<file path="src/flash_susp_checker_placeholder.sv">
`timescale 1ns/1ps
`default_nettype none
`default_nettype wire

</file>
<file path="src/flash_susp_pkg.sv">
`default_nettype none
package flash_susp_pkg;
    localparam logic [7:0] OP_ERASE_SUSPEND   = 8'h75;
    localparam logic [7:0] OP_ERASE_RESUME    = 8'h7A;
    localparam logic [7:0] OP_PROGRAM_SUSPEND = 8'h85;
    localparam logic [7:0] OP_PROGRAM_RESUME  = 8'h8A;
    localparam logic [7:0] OP_READ_STATUS     = 8'h05;
    localparam int         STATUS_BUSY_BIT    = 0;

    localparam int CLK_PERIOD_PS = 4000;
    localparam int PS_PER_US     = 1000000;

    localparam int         SUSP_UNIT_US       = 8;
    localparam logic [4:0] ERASE_SUSP_COUNT   = 5'h04;
    localparam logic [4:0] PROGRAM_SUSP_COUNT = 5'h04;
    localparam int         ERASE_SUSP_MAX_US  = (int'(ERASE_SUSP_COUNT) + 1) * SUSP_UNIT_US;
    localparam int         PROGRAM_SUSP_MAX_US = (int'(PROGRAM_SUSP_COUNT) + 1) * SUSP_UNIT_US;
    localparam int         ERASE_SUSP_MAX_CYCLES   = ERASE_SUSP_MAX_US * PS_PER_US / CLK_PERIOD_PS;
    localparam int         PROGRAM_SUSP_MAX_CYCLES = PROGRAM_SUSP_MAX_US * PS_PER_US / CLK_PERIOD_PS;

    localparam int         RESUME_GAP_UNIT_US       = 64;
    localparam logic [3:0] ERASE_RESUME_GAP_COUNT   = 4'h1;
    localparam logic [3:0] PROGRAM_RESUME_GAP_COUNT = 4'h1;
    localparam int         ERASE_RESUME_GAP_US   = (int'(ERASE_RESUME_GAP_COUNT) + 1) * RESUME_GAP_UNIT_US;
    localparam int         PROGRAM_RESUME_GAP_US = (int'(PROGRAM_RESUME_GAP_COUNT) + 1) * RESUME_GAP_UNIT_US;
    localparam int         ERASE_RESUME_GAP_CYCLES =
        (ERASE_RESUME_GAP_US * PS_PER_US + CLK_PERIOD_PS - 1) / CLK_PERIOD_PS;
    localparam int         PROGRAM_RESUME_GAP_CYCLES =
        (PROGRAM_RESUME_GAP_US * PS_PER_US + CLK_PERIOD_PS - 1) / CLK_PERIOD_PS;

    localparam int CNT_W              = 16;
    localparam int PLAIN_FRAME_BITS   = 8;
    localparam int STATUS_FRAME_BITS  = 16;
    localparam int SCK_HALF_CYCLES    = 4;
    localparam int ERASE_WORK_CYCLES  = 2000;
    localparam int PROGRAM_WORK_CYCLES = 500;
    localparam int SECTOR_W           = 8;

    typedef enum logic [2:0]
    {
        ST_IDLE       = 3'b000,
        ST_ERASE      = 3'b001,
        ST_PROG       = 3'b010,
        ST_ERASE_STOP = 3'b011,
        ST_PROG_STOP  = 3'b100
    } dev_state_t;

    typedef enum logic [1:0]
    {
        H_IDLE  = 2'b00,
        H_SHIFT = 2'b01,
        H_END   = 2'b10
    } host_state_t;
endpackage
`default_nettype wire

</file>
<file path="src/flash_link_if.sv">
`timescale 1ns/1ps
`default_nettype none
interface flash_link_if;
    logic sck;
    logic cs_n;
    logic mosi;
    logic miso;
    logic miso_oe;

    modport host
    (
        output sck,
        output cs_n,
        output mosi,
        input  miso,
        input  miso_oe
    );

    modport device
    (
        input  sck,
        input  cs_n,
        input  mosi,
        output miso,
        output miso_oe
    );
endinterface
`default_nettype wire

</file>
<file path="src/flash_susp_host.sv">
`timescale 1ns/1ps
`default_nettype none
module flash_susp_host
    import flash_susp_pkg::*;
#(
    parameter int SCK_HALF          = SCK_HALF_CYCLES,
    parameter int ERASE_RESUME_GAP  = ERASE_RESUME_GAP_CYCLES,
    parameter int PROG_RESUME_GAP   = PROGRAM_RESUME_GAP_CYCLES,
    parameter int SECT_W            = SECTOR_W
)
(
    input  wire logic              clk,
    input  wire logic              rst,
    input  wire logic              cmd_valid,
    input  wire logic [7:0]        cmd_opcode,
    output logic                   cmd_ready,
    output logic                   status_valid,
    output logic [7:0]             status_byte,
    output logic                   busy_in_progress_flag,
    input  wire logic [SECT_W-1:0] erase_sector,
    input  wire logic [SECT_W-1:0] program_sector,
    output logic                   erase_held,
    output logic                   program_held,
    output logic                   erase_start_ok,
    output logic                   program_start_ok,
    flash_link_if.host             lnk
);
    host_state_t       state;
    logic [CNT_W-1:0]  half_cnt;
    logic [4:0]        edge_cnt;
    logic [4:0]        last_edge;
    logic [7:0]        op_q;
    logic [7:0]        tx;
    logic [7:0]        rx;
    logic [CNT_W-1:0]  erase_gap;
    logic [CNT_W-1:0]  prog_gap;
    logic [SECT_W-1:0] held_sector;
    logic              sck_q;
    logic              cs_n_q;
    logic              mosi_q;
    logic              m1;
    logic              m2;
    logic              m3;
    logic              miso_val;

    wire half_tick = (half_cnt == CNT_W'(SCK_HALF - 1));
    wire is_fall   = edge_cnt[0];
    wire accept    = cmd_valid && cmd_ready;
    wire frame_end = (state == H_END) && half_tick && edge_cnt[0];

    // Suspends are stalled at the command port until the resume spacing has passed.
    always_comb
    begin
        cmd_ready = (state == H_IDLE);
        if (cmd_opcode == OP_ERASE_SUSPEND && erase_gap != '0)
        begin
            cmd_ready = 1'b0;
        end
        if (cmd_opcode == OP_PROGRAM_SUSPEND && prog_gap != '0)
        begin
            cmd_ready = 1'b0;
        end
    end

    always_ff @(posedge clk or posedge rst)
    begin
        if (rst)
        begin
            state     <= H_IDLE;
            half_cnt  <= '0;
            edge_cnt  <= 5'h00;
            last_edge <= 5'h00;
            op_q      <= 8'h00;
        end
        else
        begin
            case (state)
                H_IDLE:
                begin
                    half_cnt <= '0;
                    edge_cnt <= 5'h00;
                    if (accept)
                    begin
                        state <= H_SHIFT;
                        op_q  <= cmd_opcode;
                        if (cmd_opcode == OP_READ_STATUS)
                        begin
                            last_edge <= 5'(2 * STATUS_FRAME_BITS - 1);
                        end
                        else
                        begin
                            last_edge <= 5'(2 * PLAIN_FRAME_BITS - 1);
                        end
                    end
                end
                H_SHIFT:
                begin
                    half_cnt <= half_tick ? '0 : half_cnt + CNT_W'(1);
                    if (half_tick)
                    begin
                        if (edge_cnt == last_edge)
                        begin
                            state    <= H_END;
                            edge_cnt <= 5'h00;
                        end
                        else
                        begin
                            edge_cnt <= edge_cnt + 5'h01;
                        end
                    end
                end
                H_END:
                begin
                    half_cnt <= half_tick ? '0 : half_cnt + CNT_W'(1);
                    if (half_tick)
                    begin
                        edge_cnt <= edge_cnt + 5'h01;
                        if (edge_cnt[0])
                        begin
                            state <= H_IDLE;
                        end
                    end
                end
                default:
                begin
                    state <= H_IDLE;
                end
            endcase
        end
    end

    always_ff @(posedge clk or posedge rst)
    begin
        if (rst)
        begin
            sck_q <= 1'b0;
        end
        else if (state == H_SHIFT && half_tick)
        begin
            sck_q <= !is_fall;
        end
    end

    // Chip select rises half a clock period after the last fall and stays high for another half.
    always_ff @(posedge clk or posedge rst)
    begin
        if (rst)
        begin
            cs_n_q <= 1'b1;
        end
        else if (accept)
        begin
            cs_n_q <= 1'b0;
        end
        else if (state == H_END && half_tick && !edge_cnt[0])
        begin
            cs_n_q <= 1'b1;
        end
    end

    always_ff @(posedge clk or posedge rst)
    begin
        if (rst)
        begin
            tx     <= 8'h00;
            mosi_q <= 1'b0;
        end
        else if (accept)
        begin
            tx     <= {cmd_opcode[6:0], 1'b0};
            mosi_q <= cmd_opcode[7];
        end
        else if (state == H_SHIFT && half_tick && is_fall)
        begin
            tx     <= {tx[6:0], 1'b0};
            mosi_q <= tx[7];
        end
    end

    always_ff @(posedge clk or posedge rst)
    begin
        if (rst)
        begin
            m1 <= 1'b0;
            m2 <= 1'b0;
            m3 <= 1'b0;
            miso_val <= 1'b0;
        end
        else
        begin
            m1 <= lnk.miso;
            m2 <= m1;
            m3 <= m2;
            if (m2 == m3)
            begin
                miso_val <= m3;
            end
        end
    end

    // Data is taken at the fall that ends each bit, leaving the synchroniser a full link clock period.
    always_ff @(posedge clk or posedge rst)
    begin
        if (rst)
        begin
            rx <= 8'h00;
        end
        else if (state == H_SHIFT && half_tick && is_fall && edge_cnt > 5'(2 * PLAIN_FRAME_BITS - 1))
        begin
            rx <= {rx[6:0], miso_val};
        end
    end

    always_ff @(posedge clk or posedge rst)
    begin
        if (rst)
        begin
            status_valid          <= 1'b0;
            status_byte           <= 8'h00;
            busy_in_progress_flag <= 1'b0;
        end
        else
        begin
            status_valid <= frame_end && op_q == OP_READ_STATUS;
            if (frame_end && op_q == OP_READ_STATUS)
            begin
                status_byte           <= rx;
                busy_in_progress_flag <= rx[STATUS_BUSY_BIT];
            end
        end
    end

    // Spacing is counted from the end of the resume frame, when the device has the opcode.
    always_ff @(posedge clk or posedge rst)
    begin
        if (rst)
        begin
            erase_gap <= '0;
            prog_gap  <= '0;
        end
        else
        begin
            if (frame_end && op_q == OP_ERASE_RESUME)
            begin
                erase_gap <= CNT_W'(ERASE_RESUME_GAP);
            end
            else if (erase_gap != '0)
            begin
                erase_gap <= erase_gap - CNT_W'(1);
            end
            if (frame_end && op_q == OP_PROGRAM_RESUME)
            begin
                prog_gap <= CNT_W'(PROG_RESUME_GAP);
            end
            else if (prog_gap != '0)
            begin
                prog_gap <= prog_gap - CNT_W'(1);
            end
        end
    end

    // The host trusts its own suspends; a suspend the device ignored leaves these set until a resume.
    always_ff @(posedge clk or posedge rst)
    begin
        if (rst)
        begin
            erase_held   <= 1'b0;
            program_held <= 1'b0;
            held_sector  <= '0;
        end
        else if (accept)
        begin
            if (cmd_opcode == OP_ERASE_SUSPEND)
            begin
                erase_held  <= 1'b1;
                held_sector <= erase_sector;
            end
            else if (cmd_opcode == OP_ERASE_RESUME)
            begin
                erase_held <= 1'b0;
            end
            else if (cmd_opcode == OP_PROGRAM_SUSPEND)
            begin
                program_held <= 1'b1;
            end
            else if (cmd_opcode == OP_PROGRAM_RESUME)
            begin
                program_held <= 1'b0;
            end
        end
    end

    assign erase_start_ok   = !erase_held && !program_held;
    assign program_start_ok = !program_held && !(erase_held && program_sector == held_sector);

    assign lnk.sck  = sck_q;
    assign lnk.cs_n = cs_n_q;
    assign lnk.mosi = mosi_q;
endmodule
`default_nettype wire

</file>
<file path="src/flat_wrapper.sv">
// flat-port wrapper written by rule: the top's interface ports become plain ports
module flash_susp_host_flat import flash_susp_pkg::*;
#(
    parameter int SCK_HALF          = SCK_HALF_CYCLES,
    parameter int ERASE_RESUME_GAP  = ERASE_RESUME_GAP_CYCLES,
    parameter int PROG_RESUME_GAP   = PROGRAM_RESUME_GAP_CYCLES,
    parameter int SECT_W            = SECTOR_W
)
  (clk, rst, cmd_valid, cmd_opcode, cmd_ready, status_valid, status_byte, busy_in_progress_flag, erase_sector, program_sector, erase_held, program_held, erase_start_ok, program_start_ok, lnk_sck, lnk_cs_n, lnk_mosi, lnk_miso, lnk_miso_oe);
  flash_link_if lnk_i ();
  input  wire logic clk;
  input  wire logic rst;
  input  wire logic cmd_valid;
  input  wire logic [7:0] cmd_opcode;
  output logic cmd_ready;
  output logic status_valid;
  output logic [7:0] status_byte;
  output logic busy_in_progress_flag;
  input  wire logic [SECT_W-1:0] erase_sector;
  input  wire logic [SECT_W-1:0] program_sector;
  output logic erase_held;
  output logic program_held;
  output logic erase_start_ok;
  output logic program_start_ok;
  output wire logic [$bits(lnk_i.sck)-1:0] lnk_sck;
  output wire logic [$bits(lnk_i.cs_n)-1:0] lnk_cs_n;
  output wire logic [$bits(lnk_i.mosi)-1:0] lnk_mosi;
  input wire logic [$bits(lnk_i.miso)-1:0] lnk_miso;
  input wire logic [$bits(lnk_i.miso_oe)-1:0] lnk_miso_oe;
  assign lnk_sck = lnk_i.sck;
  assign lnk_cs_n = lnk_i.cs_n;
  assign lnk_mosi = lnk_i.mosi;
  assign lnk_i.miso = lnk_miso;
  assign lnk_i.miso_oe = lnk_miso_oe;
  flash_susp_host #(.SCK_HALF(SCK_HALF), .ERASE_RESUME_GAP(ERASE_RESUME_GAP), .PROG_RESUME_GAP(PROG_RESUME_GAP), .SECT_W(SECT_W)) u_core (.clk(clk), .rst(rst), .cmd_valid(cmd_valid), .cmd_opcode(cmd_opcode), .cmd_ready(cmd_ready), .status_valid(status_valid), .status_byte(status_byte), .busy_in_progress_flag(busy_in_progress_flag), .erase_sector(erase_sector), .program_sector(program_sector), .erase_held(erase_held), .program_held(program_held), .erase_start_ok(erase_start_ok), .program_start_ok(program_start_ok), .lnk(lnk_i));
endmodule
</file>
<file path="config.mk">
export PLATFORM = sky130hd
export DESIGN_NAME = flash_susp_host_flat
export DESIGN_NICKNAME = d
export VERILOG_FILES = /design/src/flash_susp_checker_placeholder.sv /design/src/flash_susp_pkg.sv /design/src/flash_link_if.sv /design/src/flash_susp_host.sv /design/src/flat_wrapper.sv
export SDC_FILE = /design/constraint.sdc
export NUM_CORES = 1
export LEC_CHECK = 0
export BUFFER_PORTS_ARGS = -buffer_cell sky130_fd_sc_hd__buf_2
export CORE_MARGIN = 2
export CORE_UTILIZATION = 35
export DETAILED_ROUTE_END_ITERATION = 10
export PLACE_DENSITY_LB_ADDON = 0.05
export SETUP_SLACK_MARGIN = 0.5
export SLEW_MARGIN = 20
export SYNTH_ARGS = -nofsm -noshare
export SYNTH_HDL_FRONTEND = slang
export SYNTH_SLANG_ARGS = --single-unit
</file>
<file path="constraint.sdc">
create_clock -name clk -period 9.77 [get_ports clk]
set_clock_uncertainty 0.05 [all_clocks]
set_input_delay 1.954 -clock clk [delete_from_list [all_inputs] [get_ports clk]]
set_output_delay 1.954 -clock clk [all_outputs]
set_load 0.005 [all_outputs]
</file>
Word level (Yosys, flattened, before mapping)
Cells that the tools add are included.

word-level totals
  flip-flop bits (word level) = 111
  latch bits = 0
  memory bits (writable) = 0
  memory bits (read-only) = 0
  logic and storage cells = 114
  memories kept = 0

cells by class
  add/sub/neg operators = 4
  multipliers = 0
  divide/modulo/power cells = 0
  $lt $le $gt $ge = 1
  equality and inequality tests = 19
  shift-type cells = 0
  mux-type cells = 29
  bitwise operators = 2
  reduce and logical (&&, ||, !) cells = 37

operators by type and width
  operator               number
  $mux 16                5
  $pmux 16 s2            1
  $reduce_bool 16->1     2
  $sub 16x1->16 const B  2
  $eq 8x7->1 const B     3
  $eq 8x8->1 const B     3
  $mux 5                 4
  $add 16x1->16 const B  1
  $eq 16x2->1 const B    1
  $eq 8x3->1 const B     2
  $mux 8                 2
  $logic_and 1x1->1      15
  $pmux 5 s3             1
  $reduce_bool 2->1      7
  $mux 1                 10
  $mux 2                 5
  $ne 2x1->1 const B     5
  $eq 8x8->1             1
  $pmux 2 s3             1
  $reduce_and 2->1       3
  $add 5x1->5 const B    1
  $eq 5x5->1             1
  $gt 5x4->1 const B     1
  $reduce_and 5->1       1
  10 further kinds       14

Longest topological paths before layout
  depth after elaboration = 7
  mapped depth = 9
  mapped depth without buffers = 8

Worst setup path after synthesis
No wires, ideal clock.

  kind = input -> output
  start point = input cmd_opcode[4]
  end point = output cmd_ready
  data arrival time = 2.557 ns
  required time = 7.766 ns
  slack = 5.209 ns
  cell stages on the path = 4
  path buffers = 0
  cells stage by stage = nor3_1 > nand2_1 > o22a_1 > o21a_1

between the ends
  word-level cells in the longest chain between the ends = 4

ends and longest elaborated chain
  item               RTL line               text
  start, declared    flat_wrapper.sv:14     input wire logic [7:0] cmd_opcode;
  $eq 8x7->1         flash_susp_host.sv:55  if (cmd_opcode == OP_ERASE_SUSPEND && erase_gap != '0)
  $logic_and 1x1->1  flash_susp_host.sv:55
  $mux 1             flash_susp_host.sv:55
  $mux 1 (*)         flash_susp_host.sv:59  if (cmd_opcode == OP_PROGRAM_SUSPEND && prog_gap != '0)
  end, declared      flat_wrapper.sv:15     output logic cmd_ready;

Mark *: on every way between the ends. The rest lies on a longest branch, timed or not.

Worst setup path after layout
Ends and elaborated chain as after synthesis.

==> metrics <==
initial core utilization 0.355; cell taking the most area after synthesis dfrtp_1; Via density 4.93; worst hold start u_core.m1; Mapped Area 0.00511 mm^2; Lkg Pwr 2.62 nW; Ys Warns 0; global-route wire length before repair 17500 um; grt ovf 0; Synth Net Count 512; Worst Hold Class reg -> reg; crit path cell chain buf_2, nor3_1, nand2_1, o22a_1, o21a_1, buf_2; PwrDens 236 mW/mm^2; synth unique cells 56; 1st-iter DRT viols 141; Worst slew margin 0.378; TritonCTS clock tree built; final worst slack 4.90 ns; Final GP Congestion 0.755; nets 559; Ports 47; setup TNS 0 ns; PortBufs 45; post-synthesis register bit count 106; r2r startpoint u_core.prog_gap[8]; Fin. Hold Viols 0; peak supply drop 0.000107 V; Final Critical Period 4.87 ns; Die Height 125 um; Hold Path Stages 0; Max Cap Viol 0; row cnt 44; synthesis-to-layout area growth 14.0%; layout cells sized above 1 0.208; Synth top area share 0.514; DP Wirelength 7000 um; clk root buf clkbuf_16; core area 0.0144 mm^2; CTS Sinks 106; width of the chip 125 um; fin area 0.00583 mm^2; Setup crit start kind primary input; GRT Util Overall 0.137; ys async rst share 1.00; Highest Clock Rate 0.205 GHz; number of global-route vias before repair 3591; Clk Latency, worst-skew pair 0.35 ns; die area 0.0156 mm^2; largest net degree at the start of global routing 74; Final Power 1.37 mW; DR vias 3488; CTS resizes 0; DR WL/cell 14.0 um; CP max stage delay 0.22 ns; top cells by area, synth dfrtp_1 51%, mux2_2 7.3%, nor2_1 4.6%; slowest CP cell nor3_1; CTS clk-pin slew, worst paths 0.07 ns; initial antenna violation count 0; CTS Buffer Depth 2; hold_buf cts 0; cell repeated most along the worst path buf_2; placed cell area 0.00553 mm^2; data required time of the critical path 7.77 ns; Gate Count Post-Synth 471; drt drc 0; worst setup path class in -> out; setup slack, reg-to-reg 6.85 ns; Setup Buffers After CTS 0; Worst setup EP type primary output; WL final 9900 um; Num CTS Buffers 9; Hold Path End u_core.m2; Seq/Total Area, Yosys 0.519; Final ANT Viol Nets 0; diode count 0; max-slew violations 0; H-tree Lvls 3; Final period util 0.499; pre-CTS setup slack 4.90 ns; FF-to-FF End u_core.op_q[2]; RSZ-0062 raised after global routing no; Reg2Reg Depth 6; final setup violating endpoints 0; critical path arrival 2.87 ns; Fill cells 1441; number of synthesized flops with an enable pin 0; Crit Path Max Fanout 4; First-pass DRT Iterations 6; status finished clean; Worst-Margin Slew 0.934 ns; Syn Area/Cell 10.9 um^2; Synth Flop Type dfrtp_1
==> worst max-delay path: cells and delay by family <==
kind                   cells  cell delay, ns
and+or+nand+nor            2            0.33
AOI/OAI and AO/OA          2            0.33
buffers and inverters      2            0.25
==> metrics by stage <==
stage / std cells / hold WS [ns] / utilization
2_1_floorplan: 471 / 0.281 / -
3_3_place_gp: 691 / 0.286 / 0.383
3_5_place_dp: 691 / 0.287 / 0.383
4_1_cts: 707 / 0.306 / 0.404
5_1_grt: 707 / 0.322 / 0.404
6_report: 707 / 0.302 / 0.404
==> flip-flops by register name, indices dropped and copies added (netlist names), 5 cells and up <==
signal	count
u_core.rx	8
u_core.half_cnt	16
u_core.erase_gap	16
u_core.tx	7
u_core.status_byte	8
u_core.prog_gap	16
u_core.op_q	8
u_core.held_sector	8
u_core.edge_cnt	5
==> cells by family (layout without fill, tap and decap cells) <==
| kind of cell | count (synthesis) | after routing | synth area share |
|---|---|---|---|
| simple gates | 190 | 190 | 0.200 |
| flops | 106 | 106 | 0.519 |
| compound gates | 48 | 48 | 0.0555 |
| mux | 42 | 42 | 0.0903 |
| buf+inv | 25 | 77 | 0.0232 |
| xor+xnor | 47 | 47 | 0.0805 |
| fa+ha+maj | 13 | 13 | 0.0313 |
==> cell usage after synthesis, types with 4 or more instances <==
| master | n |
|---|---|
| a21oi_1 | 14 |
| clkbuf_1 | 5 |
| dfrtp_1 | 105 |
| ha_1 | 12 |
| inv_1 | 14 |
| mux2_2 | 33 |
| mux2i_1 | 9 |
| nand2_1 | 38 |
| nand2b_1 | 6 |
| nand3_1 | 11 |
| nand4_1 | 6 |
| nand4b_1 | 4 |
| nor2_1 | 62 |
| nor2b_1 | 5 |
| nor3_1 | 11 |
| nor4_1 | 9 |
| o21ai_0 | 18 |
| o31ai_1 | 4 |
| or3_1 | 8 |
| or4_1 | 4 |
| xnor2_1 | 24 |
| xor2_1 | 23 |
==> worst max-delay path by stage <==
| stage | startpoint | depth (start not counted) | slack, ns | to |
|---|---|---|---|---|
| finish | cmd_opcode[4] | 6 | 4.90 | cmd_ready |
| global route | cmd_opcode[4] | 6 | 4.82 | cmd_ready |
| CTS | cmd_opcode[4] | 6 | 4.90 | cmd_ready |
| detailed placement | cmd_opcode[4] | 6 | 4.90 | cmd_ready |
| global placement | cmd_opcode[4] | 6 | 4.92 | cmd_ready |
| floorplan | rst | 1 | 4.98 | u_core.edge_cnt[0] |
==> cells in the final DEF, fill, tap and decap left out, drive strengths merged, types with 2 or more instances in the layout <==
cell / count
nand2b: 6
dfrtp: 105
inv: 16
o21a: 3
nand2: 38
ha: 12
nor4: 10
or2: 2
o21ai: 18
xnor2: 24
clkbuf: 10
or3: 8
mux2i: 9
nor4b: 2
nand4b: 4
nand3b: 3
o31ai: 4
a21oi: 14
nor3: 14
nor2: 63
nor2b: 5
nand4: 8
xor2: 23
mux2: 33
or4: 5
and4: 2
o41ai: 2
clkinvlp: 2
nand3: 11
and3: 2
buf: 47
==> where the power goes <==
part           switching [mW]  internal (mW)
Combinational           0.193          0.162
Clock                   0.169          0.202
Sequential             0.0970          0.550
==> metal layers <==
layer	GRT usage	part of all wire	vias to the layer above
met1	0.191	0.51	1700
met3	0.0447	0.044	8
met5	0	0	-
li1	-	-	1728
met2	0.209	0.44	52
met4	0.0281	0.0092	0
==> final cells by class <==
type | count | area, um^2 | area share
Sequential cell | 106 | 2650 | 0.455
Timing Repair Buffer | 47 | 240 | 0.0412
Clock inverter | 6 | 73.8 | 0.0127
Tap cell | 184 | 230 | 0.0395
Clock buffer | 10 | 229 | 0.0393
Multi-Input combinational cell | 340 | 2350 | 0.403
Inverter | 14 | 55.1 | 0.00944
Power figures use the tool's default switching activity.
